### src/inc/orx_pkg.sv
// Package with the operation codes, carrier types and widths of the execute block.
package orx_pkg;
    localparam int DATA_W = 8;
    localparam int PC_W = 11;
    localparam int ADDR_W = 8;
    localparam int STACK_DEPTH = 4;
    localparam logic [7:0] ACC_RESET = 8'h00;
    localparam logic [10:0] PC_RESET = 11'h000;
    localparam logic [10:0] IRQ_VECTOR = 11'h004;
    localparam int ZERO_FLAG_POS = 0;
    localparam logic ZERO_RESET = 1'h0;
    localparam logic GIE_RESET = 1'h0;
    localparam logic [1:0] SP_RESET = 2'h0;

    typedef enum logic [2:0] {
        OP_NONE,
        OP_UNION_IMM,
        OP_UNION_ACC_INTO_MEMORY,
        OP_SUBROUTINE_EXIT,
        OP_SUBROUTINE_EXIT_LOAD_ACC,
        OP_INTERRUPT_EXIT,
        OP_ROTATE_LEFT_MEMORY,
        OP_ROTATE_LEFT_TO_ACC
    } orx_op_t;

    typedef struct packed {
        orx_op_t op;
        logic [7:0] imm;
        logic [7:0] addr;
    } orx_instr_t;

    typedef struct packed {
        logic wr;
        logic [7:0] addr;
        logic [7:0] data;
    } orx_mem_wr_t;
endpackage

### src/logic/orx_exec.sv
// Execute stage for the OR, return and rotate-left instruction group.
// How it works
// - OR immediate into accumulator; only the zero flag changes.
// - OR accumulator with memory byte, store to memory; only zero flag changes.
// - Plain return pops the stack into the program counter, flags untouched.
// - Return with immediate pops program counter and loads accumulator, no flags.
// - Interrupt return with no request pending pops program counter and sets global interrupt enable.
// - A pending interrupt at interrupt return is serviced before the main program.
// - Rotate memory byte left, bit seven into bit zero, write back, no flags.
// - Rotate memory byte left into accumulator, memory unchanged, no flags.
`timescale 1ns/1ps
module orx_exec (
    // Clock and reset.
    input wire logic CLOCK,
    input wire logic RST_N,
    // Instruction issued this cycle and the memory byte it addresses.
    input wire orx_pkg::orx_instr_t INSTR,
    input wire logic [7:0] MEM_RDATA,
    // Interrupt request and vector entry from the core.
    input wire logic IRQ_PENDING,
    input wire logic IRQ_DISABLE,
    input wire logic [10:0] PUSH_PC,
    input wire logic PUSH,
    // Architectural state.
    output logic [7:0] ACC,
    output logic ZERO_FLAG,
    output logic GLOBAL_IRQ_ALLOW,
    output logic [10:0] PC,
    output logic PC_LOAD,
    output logic IRQ_TAKEN,
    // Data memory write.
    output orx_pkg::orx_mem_wr_t MEM_WR
);
    logic [7:0] acc_reg;
    logic zero_reg;
    logic gie_reg;
    logic [10:0] pc_reg;
    logic pc_load_reg;
    logic irq_taken_reg;
    orx_pkg::orx_mem_wr_t mem_wr_reg;
    logic [10:0] stack_reg [orx_pkg::STACK_DEPTH];
    logic [1:0] sp_reg;

    wire orx_pkg::orx_op_t op = INSTR.op;
    wire [7:0] union_imm = acc_reg | INSTR.imm;
    wire [7:0] union_mem = acc_reg | MEM_RDATA;
    wire [7:0] rotated = {MEM_RDATA[6:0], MEM_RDATA[7]};
    wire is_sub_exit = (op == orx_pkg::OP_SUBROUTINE_EXIT);
    wire is_sub_exit_acc = (op == orx_pkg::OP_SUBROUTINE_EXIT_LOAD_ACC);
    wire is_irq_exit = (op == orx_pkg::OP_INTERRUPT_EXIT);
    wire is_pop = is_sub_exit || is_sub_exit_acc || is_irq_exit;
    wire [1:0] sp_top = sp_reg - 2'h1;
    wire [10:0] popped_pc = stack_reg[sp_top];
    // Interrupt return with a request waiting: the pop is skipped so the return address stays
    // on the stack and control goes to the vector, so the handler runs before the main program.
    wire interrupt_exit_chain = is_irq_exit && IRQ_PENDING;
    // A push that meets a return is dropped, as the core never calls and returns at once.
    wire push_ok = PUSH && !is_pop;
    wire pop_ok = is_pop && !interrupt_exit_chain;

    logic [7:0] acc_next;
    logic zero_next;
    logic gie_next;
    logic [10:0] pc_next;
    logic pc_load_next;
    orx_pkg::orx_mem_wr_t mem_wr_next;

    always_comb
    begin
        acc_next = acc_reg;
        zero_next = zero_reg;
        gie_next = IRQ_DISABLE ? 1'b0 : gie_reg;
        pc_next = pc_reg;
        pc_load_next = 1'b0;
        mem_wr_next = '0;
        unique case (op)
            orx_pkg::OP_NONE:
            begin
            end
            orx_pkg::OP_UNION_IMM:
            begin
                acc_next = union_imm;
                zero_next = (union_imm == 8'h00);
            end
            orx_pkg::OP_UNION_ACC_INTO_MEMORY:
            begin
                mem_wr_next = '{wr: 1'b1, addr: INSTR.addr, data: union_mem};
                zero_next = (union_mem == 8'h00);
            end
            orx_pkg::OP_SUBROUTINE_EXIT:
            begin
                pc_next = popped_pc;
                pc_load_next = 1'b1;
            end
            orx_pkg::OP_SUBROUTINE_EXIT_LOAD_ACC:
            begin
                pc_next = popped_pc;
                pc_load_next = 1'b1;
                acc_next = INSTR.imm;
            end
            orx_pkg::OP_INTERRUPT_EXIT:
            begin
                pc_load_next = 1'b1;
                if (interrupt_exit_chain)
                begin
                    pc_next = orx_pkg::IRQ_VECTOR;
                    gie_next = 1'b0;
                end
                else
                begin
                    pc_next = popped_pc;
                    gie_next = 1'b1;
                end
            end
            orx_pkg::OP_ROTATE_LEFT_MEMORY:
            begin
                mem_wr_next = '{wr: 1'b1, addr: INSTR.addr, data: rotated};
            end
            orx_pkg::OP_ROTATE_LEFT_TO_ACC:
            begin
                acc_next = rotated;
            end
        endcase
    end

    always_ff @(posedge CLOCK or negedge RST_N)
    begin
        if (!RST_N)
        begin
            acc_reg <= orx_pkg::ACC_RESET;
        end
        else
        begin
            acc_reg <= acc_next;
        end
    end

    always_ff @(posedge CLOCK or negedge RST_N)
    begin
        if (!RST_N)
        begin
            zero_reg <= orx_pkg::ZERO_RESET;
        end
        else
        begin
            zero_reg <= zero_next;
        end
    end

    always_ff @(posedge CLOCK or negedge RST_N)
    begin
        if (!RST_N)
        begin
            gie_reg <= orx_pkg::GIE_RESET;
        end
        else
        begin
            gie_reg <= gie_next;
        end
    end

    always_ff @(posedge CLOCK or negedge RST_N)
    begin
        if (!RST_N)
        begin
            pc_reg <= orx_pkg::PC_RESET;
        end
        else
        begin
            pc_reg <= pc_next;
        end
    end

    always_ff @(posedge CLOCK or negedge RST_N)
    begin
        if (!RST_N)
        begin
            pc_load_reg <= 1'b0;
        end
        else
        begin
            pc_load_reg <= pc_load_next;
        end
    end

    always_ff @(posedge CLOCK or negedge RST_N)
    begin
        if (!RST_N)
        begin
            irq_taken_reg <= 1'b0;
        end
        else
        begin
            irq_taken_reg <= interrupt_exit_chain;
        end
    end

    always_ff @(posedge CLOCK or negedge RST_N)
    begin
        if (!RST_N)
        begin
            mem_wr_reg <= '0;
        end
        else
        begin
            mem_wr_reg <= mem_wr_next;
        end
    end

    // Stack pointer wraps silently; overflow behaviour is left to software as in
    // small cores without stack-full detection.
    always_ff @(posedge CLOCK or negedge RST_N)
    begin
        if (!RST_N)
        begin
            sp_reg <= orx_pkg::SP_RESET;
        end
        else if (push_ok)
        begin
            sp_reg <= sp_reg + 2'h1;
        end
        else if (pop_ok)
        begin
            sp_reg <= sp_top;
        end
    end

    // Each slot loads only when the pointer names it, so a pop never disturbs stored addresses.
    for (genvar slot = 0; slot < orx_pkg::STACK_DEPTH; slot++)
    begin : stack_slot
        wire slot_load = push_ok && (sp_reg == 2'(slot));
        always_ff @(posedge CLOCK)
        begin
            if (slot_load)
            begin
                stack_reg[slot] <= PUSH_PC;
            end
        end
    end

    assign ACC = acc_reg;
    assign ZERO_FLAG = zero_reg;
    assign GLOBAL_IRQ_ALLOW = gie_reg;
    assign PC = pc_reg;
    assign PC_LOAD = pc_load_reg;
    assign IRQ_TAKEN = irq_taken_reg;
    assign MEM_WR = mem_wr_reg;
endmodule

### config.mk
export PLATFORM = sky130hd
export DESIGN_NAME = orx_exec
export DESIGN_NICKNAME = d
export VERILOG_FILES = /design/src/inc/orx_pkg.sv /design/src/logic/orx_exec.sv
export SDC_FILE = /design/constraint.sdc
export NUM_CORES = 1
export LEC_CHECK = 0
export BUFFER_PORTS_ARGS = -buffer_cell sky130_fd_sc_hd__buf_2
export CORE_ASPECT_RATIO = 0.8
export CORE_UTILIZATION = 50
export DETAILED_ROUTE_END_ITERATION = 6
export HOLD_SLACK_MARGIN = 0.03
export PLACE_DENSITY = 0.79
export SLEW_MARGIN = 20
export SYNTH_ARGS = -nofsm -noshare
export SYNTH_HDL_FRONTEND = slang
export SYNTH_SLANG_ARGS = --single-unit
export TNS_END_PERCENT = 1
### constraint.sdc
create_clock -name CLOCK -period 3.2 [get_ports CLOCK]
set_input_delay 0.32 -clock CLOCK [delete_from_list [all_inputs] [get_ports CLOCK]]
set_output_delay 0.32 -clock CLOCK [all_outputs]
set_load 0.005 [all_outputs]
After elaboration in Yosys (flattened, before gate mapping). Memory sizes are Yosys's and may differ from the RTL's. Cells that the tools add are included.

Bits in registers: 42. Bits in writable memories: 44. Bits of input ports: 43. Output and inout bits: 40. Memories: 1.

Add/sub/neg operators: 2. Eq/ne operators: 10. Muxes and demuxes: 28. Bitwise gates (word level): 2. Reductions and logical operators: 24.

Memory list: stack_reg (depth 4, bits a word 11, rd ports 1, clocked after Yosys merged registers in 0, write ports 1, line orx_exec.sv:41) `logic [10:0] stack_reg [orx_pkg::STACK_DEPTH];`.

Operators by type and width (number): $mux W11 (4); $pmux W17 S2 (1); $reduce_or A11 Y1 (3); $pmux W8 S3 (1); $pmux W11 S2 (1); $logic_not A8 Y1 (2); $or A8 B8 Y8 (2); $mux W1 (15); $eq A3 B3 Y1 const B (4); $mux W2 (5); $reduce_bool A2 Y1 (4); $logic_and A1 B1 Y1 (7); $eq A3 B2 Y1 const B (2); $eq A2 B2 Y1 const B (2); $eq A3 B1 Y1 const B (1); $reduce_bool A3 Y1 (1); $reduce_or A3 Y1 (1); $add A2 B1 Y2 const B (1); $eq A2 B1 Y1 const B (1); $logic_not A1 Y1 (2); $logic_not A2 Y1 (1); $logic_or A1 B1 Y1 (2); $pmux W1 S2 (1); $reduce_or A2 Y1 (1); $sub A2 B1 Y2 const B (1).

Longest topological paths before layout. Gate-level depths: netlist (run 1).

Word-level depth: 12. Depth in mapped cells: 6. Depth with buffers taken out: 5.

Worst setup path after synthesis (run 1). No wires, ideal clock.

Kind: register to register. Start point: register sp_reg[0]. End point: register pc_reg[10] (netlist: PC[10]). Data arrival time: 1.968 ns. Data required time: 3.079 ns. Setup slack: 1.111 ns. Stages on the path, launching flop included: 7. Buffers on the path: 2. Clock period less this slack: 2.089 ns. Cells stage by stage: dfrtp_1 buf_4 inv_1 ha_1 clkbuf_1 mux4_2 a22o_1.

Longest elaborated chain between the ends: 4.

Ends and longest elaborated chain: start, declared (line orx_exec.sv:42) `logic [1:0] sp_reg;`; start signal, assigned (line orx_exec.sv:216) `sp_reg <= orx_pkg::SP_RESET;`; start signal, assigned (line orx_exec.sv:220) `sp_reg <= sp_reg + 2'h1;`; start signal, assigned (line orx_exec.sv:224) `sp_reg <= sp_top;`; $sub A2 B1 Y2 (*) (line orx_exec.sv:52) `wire [1:0] sp_top = sp_reg - 2'h1;`; $mem_v2 Z4 W11 (*); $mux W11 (line orx_exec.sv:104) `if (interrupt_exit_chain)`; $pmux W11 S2 (*) (line orx_exec.sv:76) `unique case (op)`; end signal, assigned (line orx_exec.sv:166) `pc_reg <= orx_pkg::PC_RESET;`; end signal, assigned (line orx_exec.sv:170) `pc_reg <= pc_next;`; end, declared (line orx_exec.sv:37) `logic [10:0] pc_reg;`.

Mark *: on every way between the ends. The rest lies on a longest branch, timed or not. A chain may end at the register's enable or synchronous reset.

Final worst setup path (run 1).
Start point: register sp_reg[0]. End point: register pc_reg[7] (netlist: PC[7]).

Same word-level chain as after synthesis.

==> qor.yml, run 1 <==
remaining_drc_errors: 0
cts_buffers: 9
critPathSlowestCell: "ha_1"
fmax_mhz: 478
rrSetupSlack_ns: 1.11
path_class: "flop to flop"
die_h_um: 76.8
antenna_found_initial: 0
final-max-slew-violation-count: 0
cp_top_family: "adder cells"
yosys.area.top_type: "edfxtp_1"
ant_nets: 0
gp_congestion: 0.839
drv_cap: 0
hold_class: "input port to async pin"
tns_ns: 0
dr_wl_met3_um: 444
drive_gt1_frac: 0.356
grt_pass1_wl_mm: 10.8
cp_slowest_stage_delay_ns: 0.65
ctsHoldBuffers: 0
wl_met1_mm: 3.00
dr.pass1.iters: 5
cp-start-kind: "flop"
start_util: 0.532
core-area_um2: 6570
syn_area_per_cell_um2: 15.6
crit_chain: "buf_4 > inv_1 > ha_1 > mux4_2 > a22o_1"
grt_overflow: 0
cts_setup_buffers: 0
hold_violations: 0
clock_path_buffers: 2
portBuffers: 82
grt_setup_unrepaired: "false"
synth_seq_area_share: 0.679
ios: 83
routed_via_density: 5.64
nets: 354
path_clk_slew_ns: 0.08
crit_buf_inv: 2
worstPathRequired_ns: 3.44
powerDensity_nw_per_um2: 694
clock_sinks: 86
finalCritPeriodShare: 0.653
placed_area_um2: 3950
grt_pass1_vias: 2139
p_leak_uw: 0.00179
peakVddDrop_v: 0.000395
largest_reg_flops: 44
finalSetupViolCount: 0
synth_edf_count: 44
clockRootBuffer: "clkbuf_8"
grt_max_degree: 43
yosysWarnings: 0
clock_latency_ns: 0.35
max-slew-margin-rel: 0.386
wl_mm: 6.78
syn_nets: 271
n_antenna_cell: 0
areaGrowthSynthToFinish_pct: 17.9
synth_top_area_frac: 0.378
synth_area_um2: 3490
async_flop_share: 0.488
top_layer: "met4"
ys_seq_elements: 86
dieArea_um2: 7330
routedWlPerCell_um: 17.1
place_hpwl_mm: 4.66
end_kind: "flop"
num_rows: 26
synth_area_leaders: "edfxtp_1 38%, dfrtp_1 30%, mux4_2 7.1%"
cp_max_fo: 15
worst_pin_slew_ns: 0.921
post_synth_num_cell_types: 32
htree_levels: 3
crit_arrival_ns: 2.33
synth_cells: 224
wl_met2_mm: 3.23
stdcell_area_um2: 4120
post-route-util: 0.627
fp.dieW_um: 95.5
drt_iter0_markers: 179
route.vias.total: 2235
period_needed_ns: 2.09
finClkSkew_ns: 0.0113
outcome: "finished, final reports clean"
ctsResizeCount: 0
cts_tree: "done"
ys.flop_type: "edfxtp_1"
grt_use_total: 0.201
[path summary, 6_finish.rpt]
path | from | end | cells past startpoint
worst max-delay path | sp_reg[0]$_DFFE_PN0P_ | PC[7]$_DFFE_PN0P_ | 5
worst min-delay path | RST_N | PC[8]$_DFFE_PN0P_ | 1
worst max register to register | sp_reg[0]$_DFFE_PN0P_ | PC[7]$_DFFE_PN0P_ | 5
worst min register to register | ZERO_FLAG$_DFFE_PN0P_ | ZERO_FLAG$_DFFE_PN0P_ | 1
max in group asynchronous | RST_N | ACC[2]$_DFFE_PN0P_ | 1
min in group CLOCK | INSTR[5] | MEM_WR[13]$_DFF_PN0_ | 2
[through the flow]
step	std cells	setup slack, ns	total power, uW	hold slack, ns
global placement	380	1.02	2210	0.479
finish	396	1.11	2860	0.115
floorplan	224	1.11	1980	0.0244
CTS	396	1.07	2890	0.148
global route	396	0.944	3040	0.155
detailed placement	380	0.915	2240	0.486
[cells by family after synthesis]
family                   Yosys count  share of synthesized area
multiplexers                      11                     0.0709
buffers and inverters             17                     0.0272
XOR/XNOR                           1                    0.00251
AND/OR/NAND/NOR                   55                     0.0884
AO/OA/AOI/OAI                     50                      0.118
flip-flops                        86                      0.679
adder cells (fa/ha/maj)            4                     0.0143
[metal layers]
| layer | vias to the layer above | track usage |
|---|---|---|
| met3 | 10 | 0.0734 |
| met4 | 0 | 0.0627 |
| met5 | - | 0 |
| met1 | 1079 | 0.282 |
| li1 | 1037 | - |
| met2 | 109 | 0.291 |
[synth_stat cells, types with 3 or more instances]
library cell and instances:
and2_1 10, a21oi_1 10, inv_1 4, o311a_1 8, edfxtp_1 44, a221o_1 9
clkbuf_1 5, nand2b_1 10, and3_1 4, mux4_2 11, a22o_1 18, buf_2 4
buf_6 3, nor4_1 4, nor2_1 14, dfrtp_1 42, ha_1 4, o21ai_0 3
[layout make-up]
class                   count  area, um2
fillers                   495       2450
flip-flops and latches     86       2370
clock buffers              12        145
multi-input cells         121       1030
clock inverters             4       23.8
repair buffers             85        433
well taps                  84        105
inverters                   4       15.0
[report_power, final]
part	total, uW	switching (uW)	internal [uW]
combinational	766	368	398
sequential	1450	90.4	1360
clock	649	347	301
total	2860	806	2050
[cell usage in the layout (no fill, tap or decap), drive strengths merged, types with 2 or more instances in the layout]
cell type,count
a21oi,10
a221o,9
a22o,18
and2,10
and3,4
buf,85
clkbuf,12
clkinv,2
dfrtp,42
edfxtp,44
ha,4
inv,5
mux4,11
nand2b,10
nand3b,2
nor2,15
nor2b,2
nor3,2
nor4,4
o21ai,3
o311a,8
(Power assumes the default switching activity.)
==> run 2: changes to the inputs <==
- CORE_UTILIZATION: 50 -> 48
- clock period: 3.2 -> 1.75 ns (I/O delays scaled with it)
==> run 2 against run 1 <==
Effect of this change: via count rose by 4.5%; final area rose by 9.8%; non-clock buffer count rose by 31; clock power rose to 2.8 times the previous value; register-to-register slack got worse by 0.92 ns; first-iteration DRC count fell by 18%; largest cell class unchanged; count of clock-buffer cells in the layout fell by 3; hold slack got worse by 0.056 ns; clock skew fell by 0.0044 ns; largest power group unchanged; combinational power rose by 100%; maximum frequency rose by 34%; flip-flop and latch count did not move.
==> qor.yml, run 2 (synthesis gave the netlist of run 1 again) <==
n_antenna_cell: 0  # unchanged
grt_pass1_vias: 2290  # +7.1%
cp_slowest_stage_delay_ns: 0.40  # -0.25 ns
pwr-share-seq: 0.442  # -0.063
r2r_cells: 4  # -1
placed_area_um2: 4090  # +3.4%
powerDensity_nw_per_um2: 1330  # +91%
cts_setup_buffers: 0  # unchanged
crit_cells: 4  # -1
max-slew-margin-rel: 0.626  # +0.240
antenna_found_initial: 0  # unchanged
dp.cells: 397  # +4.5%
dp_slack_ns: 0.190  # -0.725 ns
num_rows: 27  # +3.8%
whs_path_depth: 2
grt_max_degree: 37  # -14%
worst_pin_slew_ns: 0.559  # -0.363 ns
power_frac_comb: 0.258  # -0.010
drive_gt1_frac: 0.376  # +0.0203
cp_top_family: "flip-flops"
multiInputGateArea_um2: 1040  # +1.2%
final-max-slew-violation-count: 0  # unchanged
p_clk_frac: 0.301  # +0.074
fillerInstances: 511  # +3.2%
stdcell_area_um2: 4530  # +9.8%
cp_max_fo: 13  # -2
gp_congestion: 0.904  # +7.8%
finalSetupViolCount: 0  # unchanged
period_needed_ns: 1.56  # -0.529 ns
fp.dieW_um: 97.4  # +2.0%
hold_violations: 0  # unchanged
clock_latency_ns: 0.34  # about the same
grt_overflow: 0  # unchanged
finClkSkew_ns: 0.00689  # -0.00438 ns
p_switching_uw: 1580  # +96%
ant_nets: 0  # unchanged
route.vias.total: 2335  # +4.5%
areaGrowthSynthToFinish_pct: 29.5
remaining_drc_errors: 0  # unchanged
grt_setup_unrepaired: "false"
path_class: "flop to flop"
p_leak_uw: 0.00199  # +11%
cts_tree: "done"
grt_use_total: 0.199  # -0.00159
cp-start-kind: "flop"
outcome: "finished, final reports clean"
fmax_mhz: 640  # +34%
worstPathRequired_ns: 1.98  # -1.46 ns
routed_via_density: 5.43  # -3.8%
worst_slack_ns: 0.188  # -0.921 ns
finalPower_uw: 6000  # +110%
clock_sinks: 86  # unchanged
clockRootBuffer: "clkbuf_8"
largest_reg_flops: 44  # unchanged
ctsHoldBuffers: 12  # +12
critPathSlowestCell: "dfrtp_1"
peakVddDrop_v: 0.000710  # +79%
drv_cap: 0  # unchanged
wl_mm: 7.25  # +7.0%
ios: 83  # unchanged
portBuffers: 82  # unchanged
start_util: 0.502  # -0.0296
dieArea_um2: 7630  # +4.1%
p_int_uw: 4430  # +120%
grt_pass1_wl_mm: 11.4  # +5.7%
path_clk_slew_ns: 0.08  # about the same
routedWlPerCell_um: 16.9  # -1.5%
htree_levels: 3  # unchanged
final_common_cell: "buf_2"
crit_chain: "inv_1 > ha_4 > mux4_2 > a22o_1"
final_cell_mix: "82 x buf_2, 44 x edfxtp_1, 41 x dfrtp_1"
hold_class: "input port to flop"
swShare: 0.263  # -0.0187
dr.pass1.iters: 4  # -1
seq_area_um2: 2370  # about the same
crit_arrival_ns: 1.79  # -0.54 ns
cts_buffers: 9  # unchanged
ctsResizeCount: 0  # unchanged
clock_path_buffers: 2  # unchanged
stdcell_count: 430  # +8.6%
end_kind: "flop"
die_h_um: 78.3  # +2.0%
nets: 385  # +8.8%
tns_ns: 0  # unchanged
core-area_um2: 6960  # +5.9%
crit_buf_inv: 1  # -1
drt_iter0_markers: 146  # -18%
place_hpwl_mm: 5.10  # +9.5%
finalCritPeriodShare: 0.893  # +0.239
[run 2: layer usage]
metal | share of wire | wire, um | GRT usage
met4 | 0.011 | 78 | 0.0809
met5 | 0 | 0 | 0
met3 | 0.051 | 367 | 0.0525
met1 | 0.46 | 3340 | 0.272
met2 | 0.48 | 3470 | 0.306
[run 2: power groups by stage]
stage	combinational, uW	sequential (uW)	clock [uW]
floorplan	1020	2700	0
global placement	1470	2680	0
detailed placement	1540	2690	0
CTS	1560	2650	1850
global route	1680	2680	1940
finish	1550	2650	1810
[run 2: worst paths after layout]
check | slack, ns | from | end
hold reg to reg | 0.50 | PC[9]$_DFFE_PN0P_ | PC[9]$_DFFE_PN0P_
setup reg to reg | 0.19 | sp_reg[1]$_DFFE_PN0P_ | PC[6]$_DFFE_PN0P_
hold / removal | 0.06 | INSTR[6] | MEM_WR[14]$_DFF_PN0_
setup / recovery | 0.19 | sp_reg[1]$_DFFE_PN0P_ | PC[6]$_DFFE_PN0P_
max in group asynchronous | 0.94 | RST_N | sp_reg[0]$_DFFE_PN0P_
min in group asynchronous | 0.31 | RST_N | ACC[0]$_DFFE_PN0P_
[run 2: through the flow]
stage / util / hold WS [ns]
final: 0.650 / 0.0590
after global routing: 0.650 / 0.0304
after CTS: 0.643 / 0.0304
after detailed placement: 0.587 / 0.162
after global placement: 0.587 / 0.147
after floorplan: - / -0.121
[run 2: area by class of cell]
class                      count  area share
multi-input combinational    121       0.230
clock buffer                   9      0.0274
tap                           87      0.0240
sequential                    86       0.524
inverter                       4     0.00332
clock inverter                 7      0.0321
timing repair buffer         116       0.159
